==> config.mk <==
export PLATFORM = sky130hd
export DESIGN_NAME = cps_mode_seq
export DESIGN_NICKNAME = d
export VERILOG_FILES = /design/src/core/cps_pkg.sv /design/src/core/cps_mode_seq.sv
export SDC_FILE = /design/constraint.sdc
export NUM_CORES = 1
export LEC_CHECK = 0
export BUFFER_PORTS_ARGS = -buffer_cell sky130_fd_sc_hd__buf_2
export CORE_MARGIN = 2
export CORE_UTILIZATION = 50
export DETAILED_ROUTE_END_ITERATION = 10
export GPL_TIMING_DRIVEN = 0
export PLACE_DENSITY = 0.82
export SLEW_MARGIN = 0
export SYNTH_ARGS = -nofsm -noshare
export SYNTH_HDL_FRONTEND = slang
export SYNTH_SLANG_ARGS = --single-unit
==> constraint.sdc <==
create_clock -name clk_i -period 2.3 [get_ports clk_i]
set_input_delay 0.23 -clock clk_i [delete_from_list [all_inputs] [get_ports clk_i]]
set_output_delay 0.23 -clock clk_i [all_outputs]
set_load 0.005 [all_outputs]
==> src/core/cps_pkg.sv <==
// constants, register layout and state encoding of the charger power mode sequencer
package cps_pkg;

   // clock and timing
   localparam int unsigned CPS_CLK_HZ        = 50_000_000;
   localparam int unsigned CPS_WAKE1_MS      = 500;      // first wake interval, milliseconds
   localparam int unsigned CPS_WAKE1_CYCLES  = (CPS_CLK_HZ / 1000) * CPS_WAKE1_MS;
   localparam int unsigned CPS_CNT_W         = 25;

   // serial bus target address
   localparam logic [6:0] CPS_BUS_ADDR7      = 7'h6B;
   localparam logic [7:0] CPS_BUS_ADDR8W     = 8'hD6;

   // wishbone register byte offsets
   localparam logic [7:0] CPS_OFS_CTRL       = 8'h00;
   localparam logic [7:0] CPS_OFS_STATUS     = 8'h04;
   localparam logic [7:0] CPS_OFS_ADDR       = 8'h08;

   // control register fields
   localparam int unsigned CPS_CTRL_SHIP     = 0;
   localparam int unsigned CPS_CTRL_SWREG    = 1;
   localparam int unsigned CPS_CTRL_CHGALLOW = 2;
   localparam logic [2:0]  CPS_CTRL_RESET    = 3'h4;     // charging allowed, switch off, no ship request

   // status register fields above the mode bits
   localparam int unsigned CPS_ST_FET        = 8;
   localparam int unsigned CPS_ST_VDD        = 9;
   localparam int unsigned CPS_ST_SYSIN      = 10;
   localparam int unsigned CPS_ST_CHG        = 11;
   localparam int unsigned CPS_ST_SHIPPEND   = 12;

   // synchronised comparator flag positions
   localparam int unsigned CPS_F_VIN_UV      = 0;        // input above undervoltage
   localparam int unsigned CPS_F_VIN_OV      = 1;        // input above overvoltage
   localparam int unsigned CPS_F_VIN_DPM     = 2;        // input above power-management level
   localparam int unsigned CPS_F_VIN_SLP     = 3;        // input above battery plus sleep offset
   localparam int unsigned CPS_F_BAT_UV      = 4;        // battery above undervoltage
   localparam int unsigned CPS_F_BAT_REL     = 5;        // battery above undervoltage plus hysteresis
   localparam int unsigned CPS_F_BAT_MAX     = 6;        // battery above highest selectable threshold
   localparam int unsigned CPS_F_OCP         = 7;        // discharge over-current trip
   localparam int unsigned CPS_NFLAGS        = 8;

   // operating modes, one-hot
   typedef enum logic [7:0] {
      CPS_OFF        = 8'h01,
      CPS_WAKE_CHECK = 8'h02,
      CPS_WAKE_TIMER = 8'h04,
      CPS_SHIP       = 8'h08,
      CPS_SHIP_WAKE  = 8'h10,
      CPS_ACTIVE     = 8'h20,
      CPS_LOW_POWER  = 8'h40,
      CPS_CHARGE     = 8'h80
   } cps_state_t;

endpackage

==> src/core/cps_mode_seq.sv <==
// mode sequencer of a single-cell charger with power path, wishbone register slave
//
// Overview of operation
// - four modes: charge, active battery, low power, ship
// - bus, interrupt, overcurrent only in charge/active
// - ship latches off until input or long press
// - ship request waits for input removal
// - ship request waits for button release
// - button ship exit needs battery above maximum threshold
// - host clears ship bit only with input; watchdog never
// - low power needs pin low, no input, idle
// - low power keeps rail, stops bus and clocks
// - switch regulator keeps its enable in low power
// - low power exits on pin high or input
// - overvoltage input with pin low gives active mode
// - button low in low power gives active mode
// - battery fet on outside ship, off on overcurrent; here also off in off, wake check, wake timer, ship wake
// - fet off below undervoltage, on above hysteresis
// - charge mode feeds rail from input, charges
// - input insertion wakes rail, feeds system, charges
// - battery insertion samples button, ship if high
// - battery insertion with button low runs wake timer
// - fixed seven-bit serial target address
// - registers kept while any supply stays valid
//
// Decided for this implementation: the register addresses and the Wishbone register port.
`timescale 1ns/1ps

module cps_mode_seq
   import cps_pkg::*;
#(
   parameter int unsigned WAKE1_CYCLES = CPS_WAKE1_CYCLES
) (
   // clock and reset
   input  wire logic        clk_i,
   input  wire logic        rst_i,
   // wishbone classic slave
   input  wire logic        cyc_i,
   input  wire logic        stb_i,
   input  wire logic        we_i,
   input  wire logic [7:0]  adr_i,
   input  wire logic [3:0]  sel_i,
   input  wire logic [31:0] dat_i,
   output logic      [31:0] dat_o,
   output logic             ack_o,
   // analog comparator flags, asynchronous
   input  wire logic [7:0]  comp_flags_i,
   // pins and system events
   input  wire logic        push_button_n_i,
   input  wire logic        low_power_pin_n_i,
   input  wire logic        charge_enable_n_i,
   input  wire logic        charge_done_i,
   input  wire logic        serial_busy_i,
   input  wire logic        irq_pending_i,
   input  wire logic        serial_watchdog_expire_i,
   // power and mode controls
   output logic             internal_rail_o,
   output logic             system_rail_o,
   output logic             battery_discharge_fet_o,
   output logic             switch_regulator_output_o,
   output logic             charge_active_o,
   output logic             serial_enable_o,
   output logic             irq_enable_o,
   output logic             ocp_enable_o,
   output logic             clock_run_o,
   output logic [7:0]       mode_o
);

   // comparator synchroniser, two stages per flag
   logic [CPS_NFLAGS-1:0] flag_meta;
   logic [CPS_NFLAGS-1:0] flag_s;

   genvar gi;
   generate
      for (gi = 0; gi < CPS_NFLAGS; gi++) begin : g_sync
         always_ff @(posedge clk_i) begin
            if (rst_i) begin
               flag_meta[gi] <= 1'b0;
               flag_s[gi]    <= 1'b0;
            end else begin
               flag_meta[gi] <= comp_flags_i[gi];
               flag_s[gi]    <= flag_meta[gi];
            end
         end
      end
   endgenerate

   // named comparator results
   wire vin_valid  = flag_s[CPS_F_VIN_UV];
   wire vin_ovp    = flag_s[CPS_F_VIN_OV];
   wire vin_dpm    = flag_s[CPS_F_VIN_DPM];
   wire vin_slp    = flag_s[CPS_F_VIN_SLP];
   wire bat_ok     = flag_s[CPS_F_BAT_UV];
   wire bat_rel    = flag_s[CPS_F_BAT_REL];
   wire bat_max    = flag_s[CPS_F_BAT_MAX];
   wire ocp_trip   = flag_s[CPS_F_OCP];
   wire button_low = ~push_button_n_i;
   wire lp_low     = ~low_power_pin_n_i;
   // an overvoltage input is refused as a source, so entry to charge from active and staying in charge need both
   wire supply_ok  = vin_valid & ~vin_ovp;

   cps_state_t             state;
   cps_state_t             next_state;
   logic [CPS_CNT_W-1:0]   wake_cnt;
   logic [CPS_CNT_W-1:0]   next_wake_cnt;
   logic [2:0]             ctrl;
   logic                   uv_ok;
   logic                   next_uv_ok;

   wire [CPS_CNT_W-1:0] wake_limit = CPS_CNT_W'(WAKE1_CYCLES);
   wire wake_done  = (wake_cnt == wake_limit);
   wire ship_req   = ctrl[CPS_CTRL_SHIP];
   wire in_charge  = (state == CPS_CHARGE);
   wire in_active  = (state == CPS_ACTIVE);
   wire in_lp      = (state == CPS_LOW_POWER);
   wire in_ship    = (state == CPS_SHIP);
   wire bus_ok     = in_charge | in_active;
   // pending bus cycles and unsent interrupts hold off low power
   wire sys_idle   = ~cyc_i & ~ack_o & ~serial_busy_i & ~irq_pending_i;
   wire lp_enter   = lp_low & ~vin_valid & ~button_low & sys_idle;
   wire ship_go    = ship_req & ~vin_valid & ~button_low;

   // mode transitions
   always_comb begin
      next_state = state;
      case (state)
         CPS_OFF: begin
            if (vin_valid)
               next_state = CPS_CHARGE;
            else if (bat_ok)
               next_state = CPS_WAKE_CHECK;
         end
         CPS_WAKE_CHECK: begin
            if (vin_valid)
               next_state = CPS_CHARGE;
            else if (!button_low)
               next_state = CPS_SHIP;
            else
               next_state = CPS_WAKE_TIMER;
         end
         CPS_WAKE_TIMER: begin
            if (vin_valid)
               next_state = CPS_CHARGE;
            else if (!button_low)
               next_state = CPS_SHIP;
            else if (wake_done)
               next_state = CPS_ACTIVE;
         end
         CPS_SHIP: begin
            if (vin_valid)
               next_state = CPS_CHARGE;
            else if (button_low && bat_max)
               next_state = CPS_SHIP_WAKE;
         end
         CPS_SHIP_WAKE: begin
            if (vin_valid)
               next_state = CPS_CHARGE;
            else if (!button_low)
               next_state = wake_done ? CPS_ACTIVE : CPS_SHIP;
         end
         CPS_ACTIVE: begin
            if (supply_ok)
               next_state = CPS_CHARGE;
            else if (ship_go)
               next_state = CPS_SHIP;
            else if (!bat_ok && !vin_valid)
               next_state = CPS_OFF;
            else if (lp_enter)
               next_state = CPS_LOW_POWER;
         end
         CPS_LOW_POWER: begin
            // button low keeps clocks running for a long press
            if (vin_valid || !lp_low || button_low)
               next_state = CPS_ACTIVE;
         end
         CPS_CHARGE: begin
            if (!supply_ok) begin
               if (ship_go)
                  next_state = CPS_SHIP;
               else if (bat_ok || vin_valid)
                  next_state = CPS_ACTIVE;
               else
                  next_state = CPS_OFF;
            end
         end
         default: next_state = CPS_OFF;
      endcase
   end

   // wake timer runs only while the button is held during a wake attempt
   always_comb begin
      next_wake_cnt = '0;
      if ((state == CPS_WAKE_TIMER || state == CPS_SHIP_WAKE) && button_low)
         next_wake_cnt = wake_done ? wake_cnt : wake_cnt + CPS_CNT_W'(1);
   end

   // undervoltage hysteresis: trip below threshold, release only above it plus offset
   always_comb begin
      next_uv_ok = uv_ok;
      if (!bat_ok)
         next_uv_ok = 1'b0;
      else if (bat_rel)
         next_uv_ok = 1'b1;
   end

   always_ff @(posedge clk_i) begin
      if (rst_i) begin
         state    <= CPS_OFF;
         wake_cnt <= '0;
         uv_ok    <= 1'b0;
      end else begin
         state    <= next_state;
         wake_cnt <= next_wake_cnt;
         uv_ok    <= next_uv_ok;
      end
   end

   // wishbone decode
   wire bus_hit    = cyc_i & stb_i & ~ack_o;
   wire sel_ctrl   = (adr_i == CPS_OFS_CTRL);
   wire sel_status = (adr_i == CPS_OFS_STATUS);
   wire sel_addr   = (adr_i == CPS_OFS_ADDR);
   // writes outside charge and active modes are acknowledged and dropped
   wire wr_ctrl    = bus_hit & we_i & sel_i[0] & sel_ctrl & bus_ok;
   // the host may drop the ship request only while the input is valid
   wire ship_wr    = wr_ctrl & (dat_i[CPS_CTRL_SHIP] | vin_valid);
   // hardware consumes the request on ship entry; a host set in that cycle wins
   wire ship_clr   = (next_state == CPS_SHIP) & (state != CPS_SHIP);

   wire [31:0] status_word = {19'h0_0000, ship_req, charge_active_o, system_rail_o,
                              internal_rail_o, battery_discharge_fet_o, state};
   wire [31:0] read_word   = !bus_ok    ? 32'h0000_0000 :
                             sel_ctrl   ? {29'h0000_0000, ctrl} :
                             sel_status ? status_word :
                             sel_addr   ? {25'h000_0000, CPS_BUS_ADDR7} :
                                          32'h0000_0000;

   // control register; reset loads it, ship entry clears the ship bit, modes leave the rest alone
   always_ff @(posedge clk_i) begin
      if (rst_i) begin
         ctrl <= CPS_CTRL_RESET;
      end else begin
         if (ship_wr)
            ctrl[CPS_CTRL_SHIP] <= dat_i[CPS_CTRL_SHIP];
         else if (ship_clr)
            ctrl[CPS_CTRL_SHIP] <= 1'b0;
         // watchdog restores the other fields but never the ship request
         if (wr_ctrl) begin
            ctrl[CPS_CTRL_SWREG]     <= dat_i[CPS_CTRL_SWREG];
            ctrl[CPS_CTRL_CHGALLOW]  <= dat_i[CPS_CTRL_CHGALLOW];
         end else if (serial_watchdog_expire_i) begin
            ctrl[CPS_CTRL_SWREG]     <= CPS_CTRL_RESET[CPS_CTRL_SWREG];
            ctrl[CPS_CTRL_CHGALLOW]  <= CPS_CTRL_RESET[CPS_CTRL_CHGALLOW];
         end
      end
   end

   // one wait-free answer per request
   always_ff @(posedge clk_i) begin
      if (rst_i) begin
         ack_o <= 1'b0;
         dat_o <= 32'h0000_0000;
      end else begin
         ack_o <= bus_hit;
         dat_o <= bus_hit ? read_word : 32'h0000_0000;
      end
   end

   // power gating per mode
   wire rail_on     = in_charge | in_active | in_lp | (state == CPS_WAKE_CHECK) | (state == CPS_WAKE_TIMER);
   wire batt_mode   = in_active | in_lp;
   // the over-current guard also runs in charge mode, so a trip opens the fet there too
   wire next_fet    = ((batt_mode & uv_ok) | in_charge) & ~ocp_trip;
   wire next_sysin  = in_charge & vin_slp & ~vin_ovp;
   wire next_chg    = in_charge & vin_dpm & ~charge_enable_n_i & ~charge_done_i
                      & ctrl[CPS_CTRL_CHGALLOW];
   wire next_swreg  = (in_charge | batt_mode) & ctrl[CPS_CTRL_SWREG];

   always_ff @(posedge clk_i) begin
      if (rst_i) begin
         internal_rail_o           <= 1'b0;
         system_rail_o             <= 1'b0;
         battery_discharge_fet_o   <= 1'b0;
         switch_regulator_output_o <= 1'b0;
         charge_active_o           <= 1'b0;
         serial_enable_o           <= 1'b0;
         irq_enable_o              <= 1'b0;
         ocp_enable_o              <= 1'b0;
         clock_run_o               <= 1'b0;
         mode_o                    <= CPS_OFF;
      end else begin
         internal_rail_o           <= rail_on;
         system_rail_o             <= next_sysin;
         battery_discharge_fet_o   <= next_fet;
         switch_regulator_output_o <= next_swreg;
         charge_active_o           <= next_chg;
         serial_enable_o           <= bus_ok;
         irq_enable_o              <= bus_ok;
         ocp_enable_o              <= bus_ok;
         clock_run_o               <= ~in_lp & ~in_ship & (state != CPS_OFF);
         mode_o                    <= state;
      end
   end

   // ship mode keeps every rail down; a short press falls back into it
   wire short_press = (state == CPS_SHIP_WAKE) & ~button_low & ~wake_done;
endmodule // cps_mode_seq

==> summary.md, run 1 <==
| Metric | Value |
|---|---|
| Outcome | completed |
| Reg2reg start | state[2] |
| Fraction of layout cells with a size suffix above 1 | 23.98% |
| Root Buffer Master | clkbuf_8 |
| Syn avg cell area | 9.027 um^2 |
| DP HPWL | 5.601 mm |
| Combinational fraction of design power | 7.4% |
| Final hold slack | 74.66 ps |
| Largest area contributor in the netlist | dfxtp_1 |
| Drt wl/cell | 12.95 um |
| Die height | 88.56 um |
| Initial antenna violation count | 0 |
| Levels on crit path | 7 |
| Adder-cell share of the synthesized area | 0.7000% |
| Synth Cell Area | 3575 um^2 |
| Crit path max-delay cell type | or3_1 |
| I/O pins | 114 |
| Pwr per Cell Area | 611.6 nW/um^2 |
| Gate Count Post-Synth | 396 |
| ANT cells | 0 |
| Flop-to-flop setup slack | 160 ps |
| Drt pass-1 iters | 4 |
| Cts hold-fix bufs | 0 |
| Sink Count | 82 |
| Clk_skew | 9.813 ps |
| Worst EP arrival | 2390 ps |
| Total GRT Usage | 20.04% |
| Number of synthesized register bits | 82 |
| Avg Vias per Cell | 5.014 |
| Setup crit end | state[0] |
| Crit path cell chain | clkbuf_1 > or3_1 > nor3_1 > o21ai_0 > o31a_1 > a21o_4 > or2_1 |
| Critical Path Fanout Max | 9 |
| Initial drt markers | 229 |
| DRC Markers | 0 |
| Fraction of registers with async set/reset | 0% |
| Leakage power | 0.001732 uW |
| Post-route ant nets | 0 |
| Final worst slack | 158.4 ps |
| Post-synthesis cell type count | 55 |
| CTS tree | yes |
| Num rows | 30 |
| Delay-heaviest family, CP | simple AND/OR/NAND/NOR gates |
| Crit. Startpoint | state[2] |
| Clock latency on the worst-skew pair | 350 ps |
| Overall routed net length | 7.616 mm |
| Post-synth top area share | 45.92% |
| Seq/Total Area, Yosys | 45.92% |
| Register share of total power | 55.5% |
| Fmax | 466.9 MHz |
| Period utilization | 93.11% |
| Post-Synth XOR/XNOR Area | 5.635% |
| First-pass GRT wire length | 12.15 mm |
| CP peak stage delay | 440 ps |
| Switch share | 24.99% |
| RR Endpoint | state[0] |
| TNS Setup | 0 ps |
| Setup Viol. Count Final | 0 |
| Initial Util | 52.04% |
| Synth Area in Simple Gates | 31.85% |
| Pins Over Slew Limit | 0 |
| RSZ-0062 raised after global routing | false |
| Placed Cells incl. Taps | 572 |
| Longest Clk Path Bufs | 2 |
| Pre-CTS setup slack | 97.08 ps |
| Final Hold Fails | 0 |
| Worst-path clk slew | 90 ps |
| Peak VDD IR | 0.3105 mV |
| Most frequently used flop master after synthesis | dfxtp_1 |
| Min-Delay Path Class | input pin to register |
| Full die area | 7842 um^2 |
| Worst r2r path cells | 7 |
| Worst path required time | 2550 ps |
| Final nets | 553 |
| Total number of vias | 2948 |
| Number of buffers added on ports | 61 |
| Compound-cell area share of the yosys netlist | 7.910% |
| Largest net degree at the start of global routing | 16 |
| Buf/Inv on CP | 1 |
| CP Class | register to register |
| Yosys Warn Count | 0 |
| Setup crit end kind | register |
| Headroom to the max-slew limit | 56.30% |
| Htree depth | 3 |
| TritonCTS Buffers | 9 |
| Number of synthesized flops with an enable pin | 0 |
| Vias in the first global route | 2640 |
| Core area | 6869 um^2 |
| Final GP Congestion | 0.8979 |
| Pin slew with the least headroom to its limit | 649.5 ps |
| Mux contribution to synthesized area | 0.8400% |
| Clock power frac | 37.1% |
| Ranking of synthesized cells by area | dfxtp_1 (46%), nor2b_1 (5.4%), nor2_1 (5.4%), buf_4 (4.4%), xor2_1 (3.7%) |
| Gr ovfl total | 0 |
| Combinational family with the most area after synthesis | simple AND/OR/NAND/NOR gates |
| Fin cells | 588 |
| Switching power | 654.8 uW |
| Max_cap viols | 0 |
| CP startpoint kind | register |
| Width of the die | 88.56 um |
| Fin crit period | 2142 ps |
| Area Overhead vs Synth | 19.85% |
| Int Pwr | 1965 uW |
layer usage:
metal,share of wire (%),GRT usage [%],wire (um)
met3,6.4,3.731,486
met1,48,26.81,3642
met5,0,0,0
met2,44,31.44,3331
met4,2.0,9.366,155
power by group through the flow:
stage | clock network (uW) | logic [uW] | registers, uW
4_1_cts | 979 | 187 | 1450
6_report | 971 | 194 | 1460
5_1_grt | 1040 | 216 | 1460
3_5_place_dp | 0 | 187 | 1490
2_1_floorplan | 0 | 128 | 1480
3_3_place_gp | 0 | 184 | 1490
layout by cell type (no fill, tap or decap), types with 12 or more instances in the layout:
master and instances:
nor2b_1 31, nand3_1 13, dfxtp_1 82, a21oi_1 14, clkbuf_1 12, xor2_1 15, nor2_1 50, nand2_1 22
buf_4 21, buf_2 64, conb_1 20
cell type report:
class | count | area [um^2]
clock inverter | 6 | 48.80
fill | 594 | 2585
clock buffer | 10 | 137.6
multi-input combinational | 292 | 1779
tap | 96 | 120.1
buffer | 38 | 240.2
timing repair buffer | 61 | 305.3
inverter | 3 | 11.26
sequential | 82 | 1642
kinds of logic after synthesis:
group / after synthesis
compound gates: 42
buf+inv: 41
xor+xnor: 23
fa+ha+maj: 2
other cells: 1
mux: 3
simple gates: 202
flops: 82
worst min path at each step:
stage	to	cells after the start	start	slack, ps
global placement	battery_discharge_fet_o	1	ocp_trip	380
detailed placement	battery_discharge_fet_o	1	ocp_trip	380
CTS	flag_meta[2]	2	comp_flags_i[2]	70
finish	flag_meta[4]	2	comp_flags_i[4]	70
global route	flag_meta[1]	2	comp_flags_i[1]	80
floorplan	state[2]	1	push_button_n_i	310
flip-flops by register name, indices dropped and copies added, names as in the netlist:
name                       count
battery_discharge_fet_o        1
vin_valid                      1
system_rail_o                  1
internal_rail_o                1
ack_o                          1
wake_cnt                      25
mode_o                         8
ctrl                           3
vin_dpm                        1
ocp_trip                       1
vin_slp                        1
dat_o                         13
bat_ok                         1
ocp_enable_o                   1
state                          8
switch_regulator_output_o      1
bat_rel                        1
clock_run_o                    1
bat_max                        1
flag_meta                      8
vin_ovp                        1
charge_active_o                1
uv_ok                          1
synthesized netlist by cell type, types with 4 or more instances:
cell and instances:
nor2b_1 31, xor2_1 15, nor4_1 7, a21oi_1 14
or3_1 6, nand4_1 9, nor2_1 51, nand3_1 13
nor3_1 7, xnor2_1 8, buf_4 21, o21ai_0 9
and3_1 4, and2_1 10, nand2b_1 8, nand2_1 22
clkbuf_1 12, nor4b_1 6, dfxtp_1 82
per-stage QoR:
step | util [%] | instance area (um^2) | total power (uW)
6_report | 62.37 | 4284 | 2620
5_1_grt | 62.37 | 4284 | 2712
2_1_floorplan | - | 3646 | 1612
3_3_place_gp | 59.27 | 4071 | 1670
4_1_cts | 61.99 | 4258 | 2619
3_5_place_dp | 59.27 | 4071 | 1674
timing repair:
action / in CTS / in global routing
buffers inserted: 0 / 0
endpoints found under the setup margin: 0 / 3
gates resized for setup: 0 / 5
Power figures use the tool's default switching activity.
==> inputs of run 2 (changes only) <==
- CORE_ASPECT_RATIO: not set -> 1.5
==> run 2 against run 1 <==
Routed wire length is 3.6% higher. Sequential share of layout area up 0.067 points. First-iteration DRC count is 13% lower. Critical endpoint is now dat_o[8]. Largest power group unchanged.
==> summary.md, run 2 (synthesis gave the netlist of run 1 again) <==
| Metric | Value |
|---|---|
| Final nets | 553 (unchanged) |
| Worst EP arrival | 2470 ps (+80 ps) |
| Flop-to-flop setup slack | 130 ps (-30 ps) |
| Die height | 107.6 um (+21%) |
| Worst r2r path cells | 6 (-1) |
| Core area | 6898 um^2 (+0.42%) |
| Reg2reg start | state[0] |
| Fin crit period | 2172 ps (+30.18 ps) |
| CP startpoint kind | register |
| Setup Viol. Count Final | 0 (unchanged) |
| Clock power frac | 38.0% (+0.9 points) |
| Worst path required time | 2590 ps (+40 ps) |
| Num rows | 37 (+23%) |
| Post-route ant nets | 0 (unchanged) |
| CP Class | register to register |
| Drt pass-1 iters | 5 (+1) |
| Vias in the first global route | 2904 (+10%) |
| Final GP Congestion | 0.9357 (+4.2%) |
| Final worst slack | 128.2 ps (-30.18 ps) |
| Initial drt markers | 199 (-13%) |
| Hold Path End | flag_meta[6] |
| Pre-CTS setup slack | 0.4472 ps (-96.63 ps) |
| Htree depth | 3 (unchanged) |
| Total GRT Usage | 21.40% (+1.4 points) |
| I/O pins | 114 (unchanged) |
| Full die area | 7855 um^2 (+0.17%) |
| CTS tree | yes |
| Hold depth | 2 (unchanged) |
| Register share of total power | 54.6% (-0.9 points) |
| Worst-path clk slew | 70 ps (-20 ps) |
| Number of buffers added on ports | 61 (unchanged) |
| Clock latency on the worst-skew pair | 360 ps (about the same) |
| Leakage power | 0.001750 uW (+1.0%) |
| Pin slew with the least headroom to its limit | 560.3 ps (-89.26 ps) |
| Clk_skew | 8.179 ps (-1.635 ps) |
| Int Pwr | 2074 uW (+5.6%) |
| Most common cell after layout, fill and taps aside | dfxtp_1 |
| Core Util, Final | 62.00% (-0.37 points) |
| Setup crit end kind | register |
| Initial Util | 51.82% (-0.22 points) |
| First-pass GRT wire length | 12.86 mm (+5.9%) |
| ANT cells | 0 (unchanged) |
| Overall routed net length | 7.893 mm (+3.6%) |
| Critical Path Fanout Max | 7 (-2) |
| Avg Vias per Cell | 5.235 (+4.4%) |
| Total number of vias | 2984 (+1.2%) |
| DP HPWL | 5.860 mm (+4.6%) |
| Peak VDD IR | 0.3342 mV (+7.6%) |
| TritonCTS Buffers | 9 (unchanged) |
| Hold path start | comp_flags_i[6] |
| Initial antenna violation count | 0 (unchanged) |
| Largest register by flop count | wake_cnt |
| Min-Delay Path Class | input pin to register |
| Post-route cell area | 4277 um^2 (-0.18%) |
| Post-DP Area | 4049 um^2 (-0.55%) |
| Longest Clk Path Bufs | 2 (unchanged) |
| Gr ovfl total | 0 (unchanged) |
| Pins Over Slew Limit | 0 (unchanged) |
| Final Hold Fails | 0 (unchanged) |
| Combinational fraction of design power | 7.3% (about the same) |
| Switching power | 587.1 uW (-10%) |
| Largest regs | wake_cnt: 25 flops, dat_o: 13 flops |
| Fraction of layout cells with a size suffix above 1 | 23.58% (-0.41 points) |
| Pwr per Cell Area | 622.3 nW/um^2 (+1.8%) |
| RSZ-0062 raised after global routing | true |
| Fmax | 460.4 MHz (-1.4%) |
| Max_cap viols | 0 (unchanged) |
| Largest register FFs | 25 (unchanged) |
| Outcome | completed |
| Headroom to the max-slew limit | 62.30% (+6.0 points) |
| Final Total Pwr | 2661 uW (+1.6%) |
| Most frequent cells in the layout | dfxtp_1 (82), buf_2 (64), nor2_1 (50) |
| Width of the die | 73.04 um (-18%) |
| Largest net degree at the start of global routing | 13 (-3) |
| Sink Count | 82 (unchanged) |
| Drt wl/cell | 13.85 um (+6.9%) |
| Area Overhead vs Synth | 19.64% |
| Period utilization | 94.43% (+1.3 points) |
| RR Endpoint | dat_o[8] |
| DRC Markers | 0 (unchanged) |
| Switch share | 22.06% (-2.9 points) |
| Root Buffer Master | clkbuf_8 |
run 2: power groups by stage:
stage	registers, uW	logic (uW)	clock network [uW]
after floorplan	1480	128	0
after global placement	1480	187	0
after detailed placement	1490	188	0
after CTS	1450	189	1030
after global routing	1460	216	1090
final	1450	196	1010
run 2: how the worst max path moves through the flow:
| stage | from | to | slack (ps) | depth (start not counted) |
|---|---|---|---|---|
| 5_1_grt | state[3] | ctrl[0] | -4 | 8 |
| 6_report | state[0] | dat_o[8] | 130 | 6 |
| 2_1_floorplan | state[6] | state[0] | 370 | 7 |
| 4_1_cts | state[3] | ctrl[0] | 80 | 8 |
| 3_3_place_gp | adr_i[1] | ctrl[0] | 50 | 7 |
| 3_5_place_dp | adr_i[1] | dat_o[8] | 0.4 | 6 |
run 2: final cells by class:
type	count	area, um^2
fillers	595	2621
multi-input cells	292	1779
flip-flops and latches	82	1642
repair buffers	61	305.3
plain buffers	38	240.2
clock buffers	15	196.4
well taps	78	97.59
inverters	3	11.26
clock inverters	1	5.005
run 2: layer usage:
layer	vias up	global-route usage (%)	wire [um]
met2	97	39.70	4337
met4	0	11.77	260
met5	-	0	0
met1	1355	19.85	2913
li1	1507	-	-
met3	25	6.742	381
run 2: metrics by stage:
step / setup TNS, ps / cells / hold WS (ps)
floorplan: 0 / 415 / 306.0
global placement: 0 / 554 / 399.7
detailed placement: 0 / 554 / 400.4
CTS: 0 / 570 / 76.25
global route: -4.482 / 570 / 77.80
finish: 0 / 570 / 83.86
run 2: repair_timing:
item                                    in CTS  in global routing
endpoints found under the setup margin       0                 13
hold buffers                                 0                  0
buffers inserted                             0                  0
resized for setup                            0                  5
run 2: critical path, stage by stage, from the launching register on:
cell,delay [ps]
dfxtp_1,390
or3_1,390
buf_2,170
nor3_1,310
nand4b_1,400
nor2b_4,300
and2_1,160
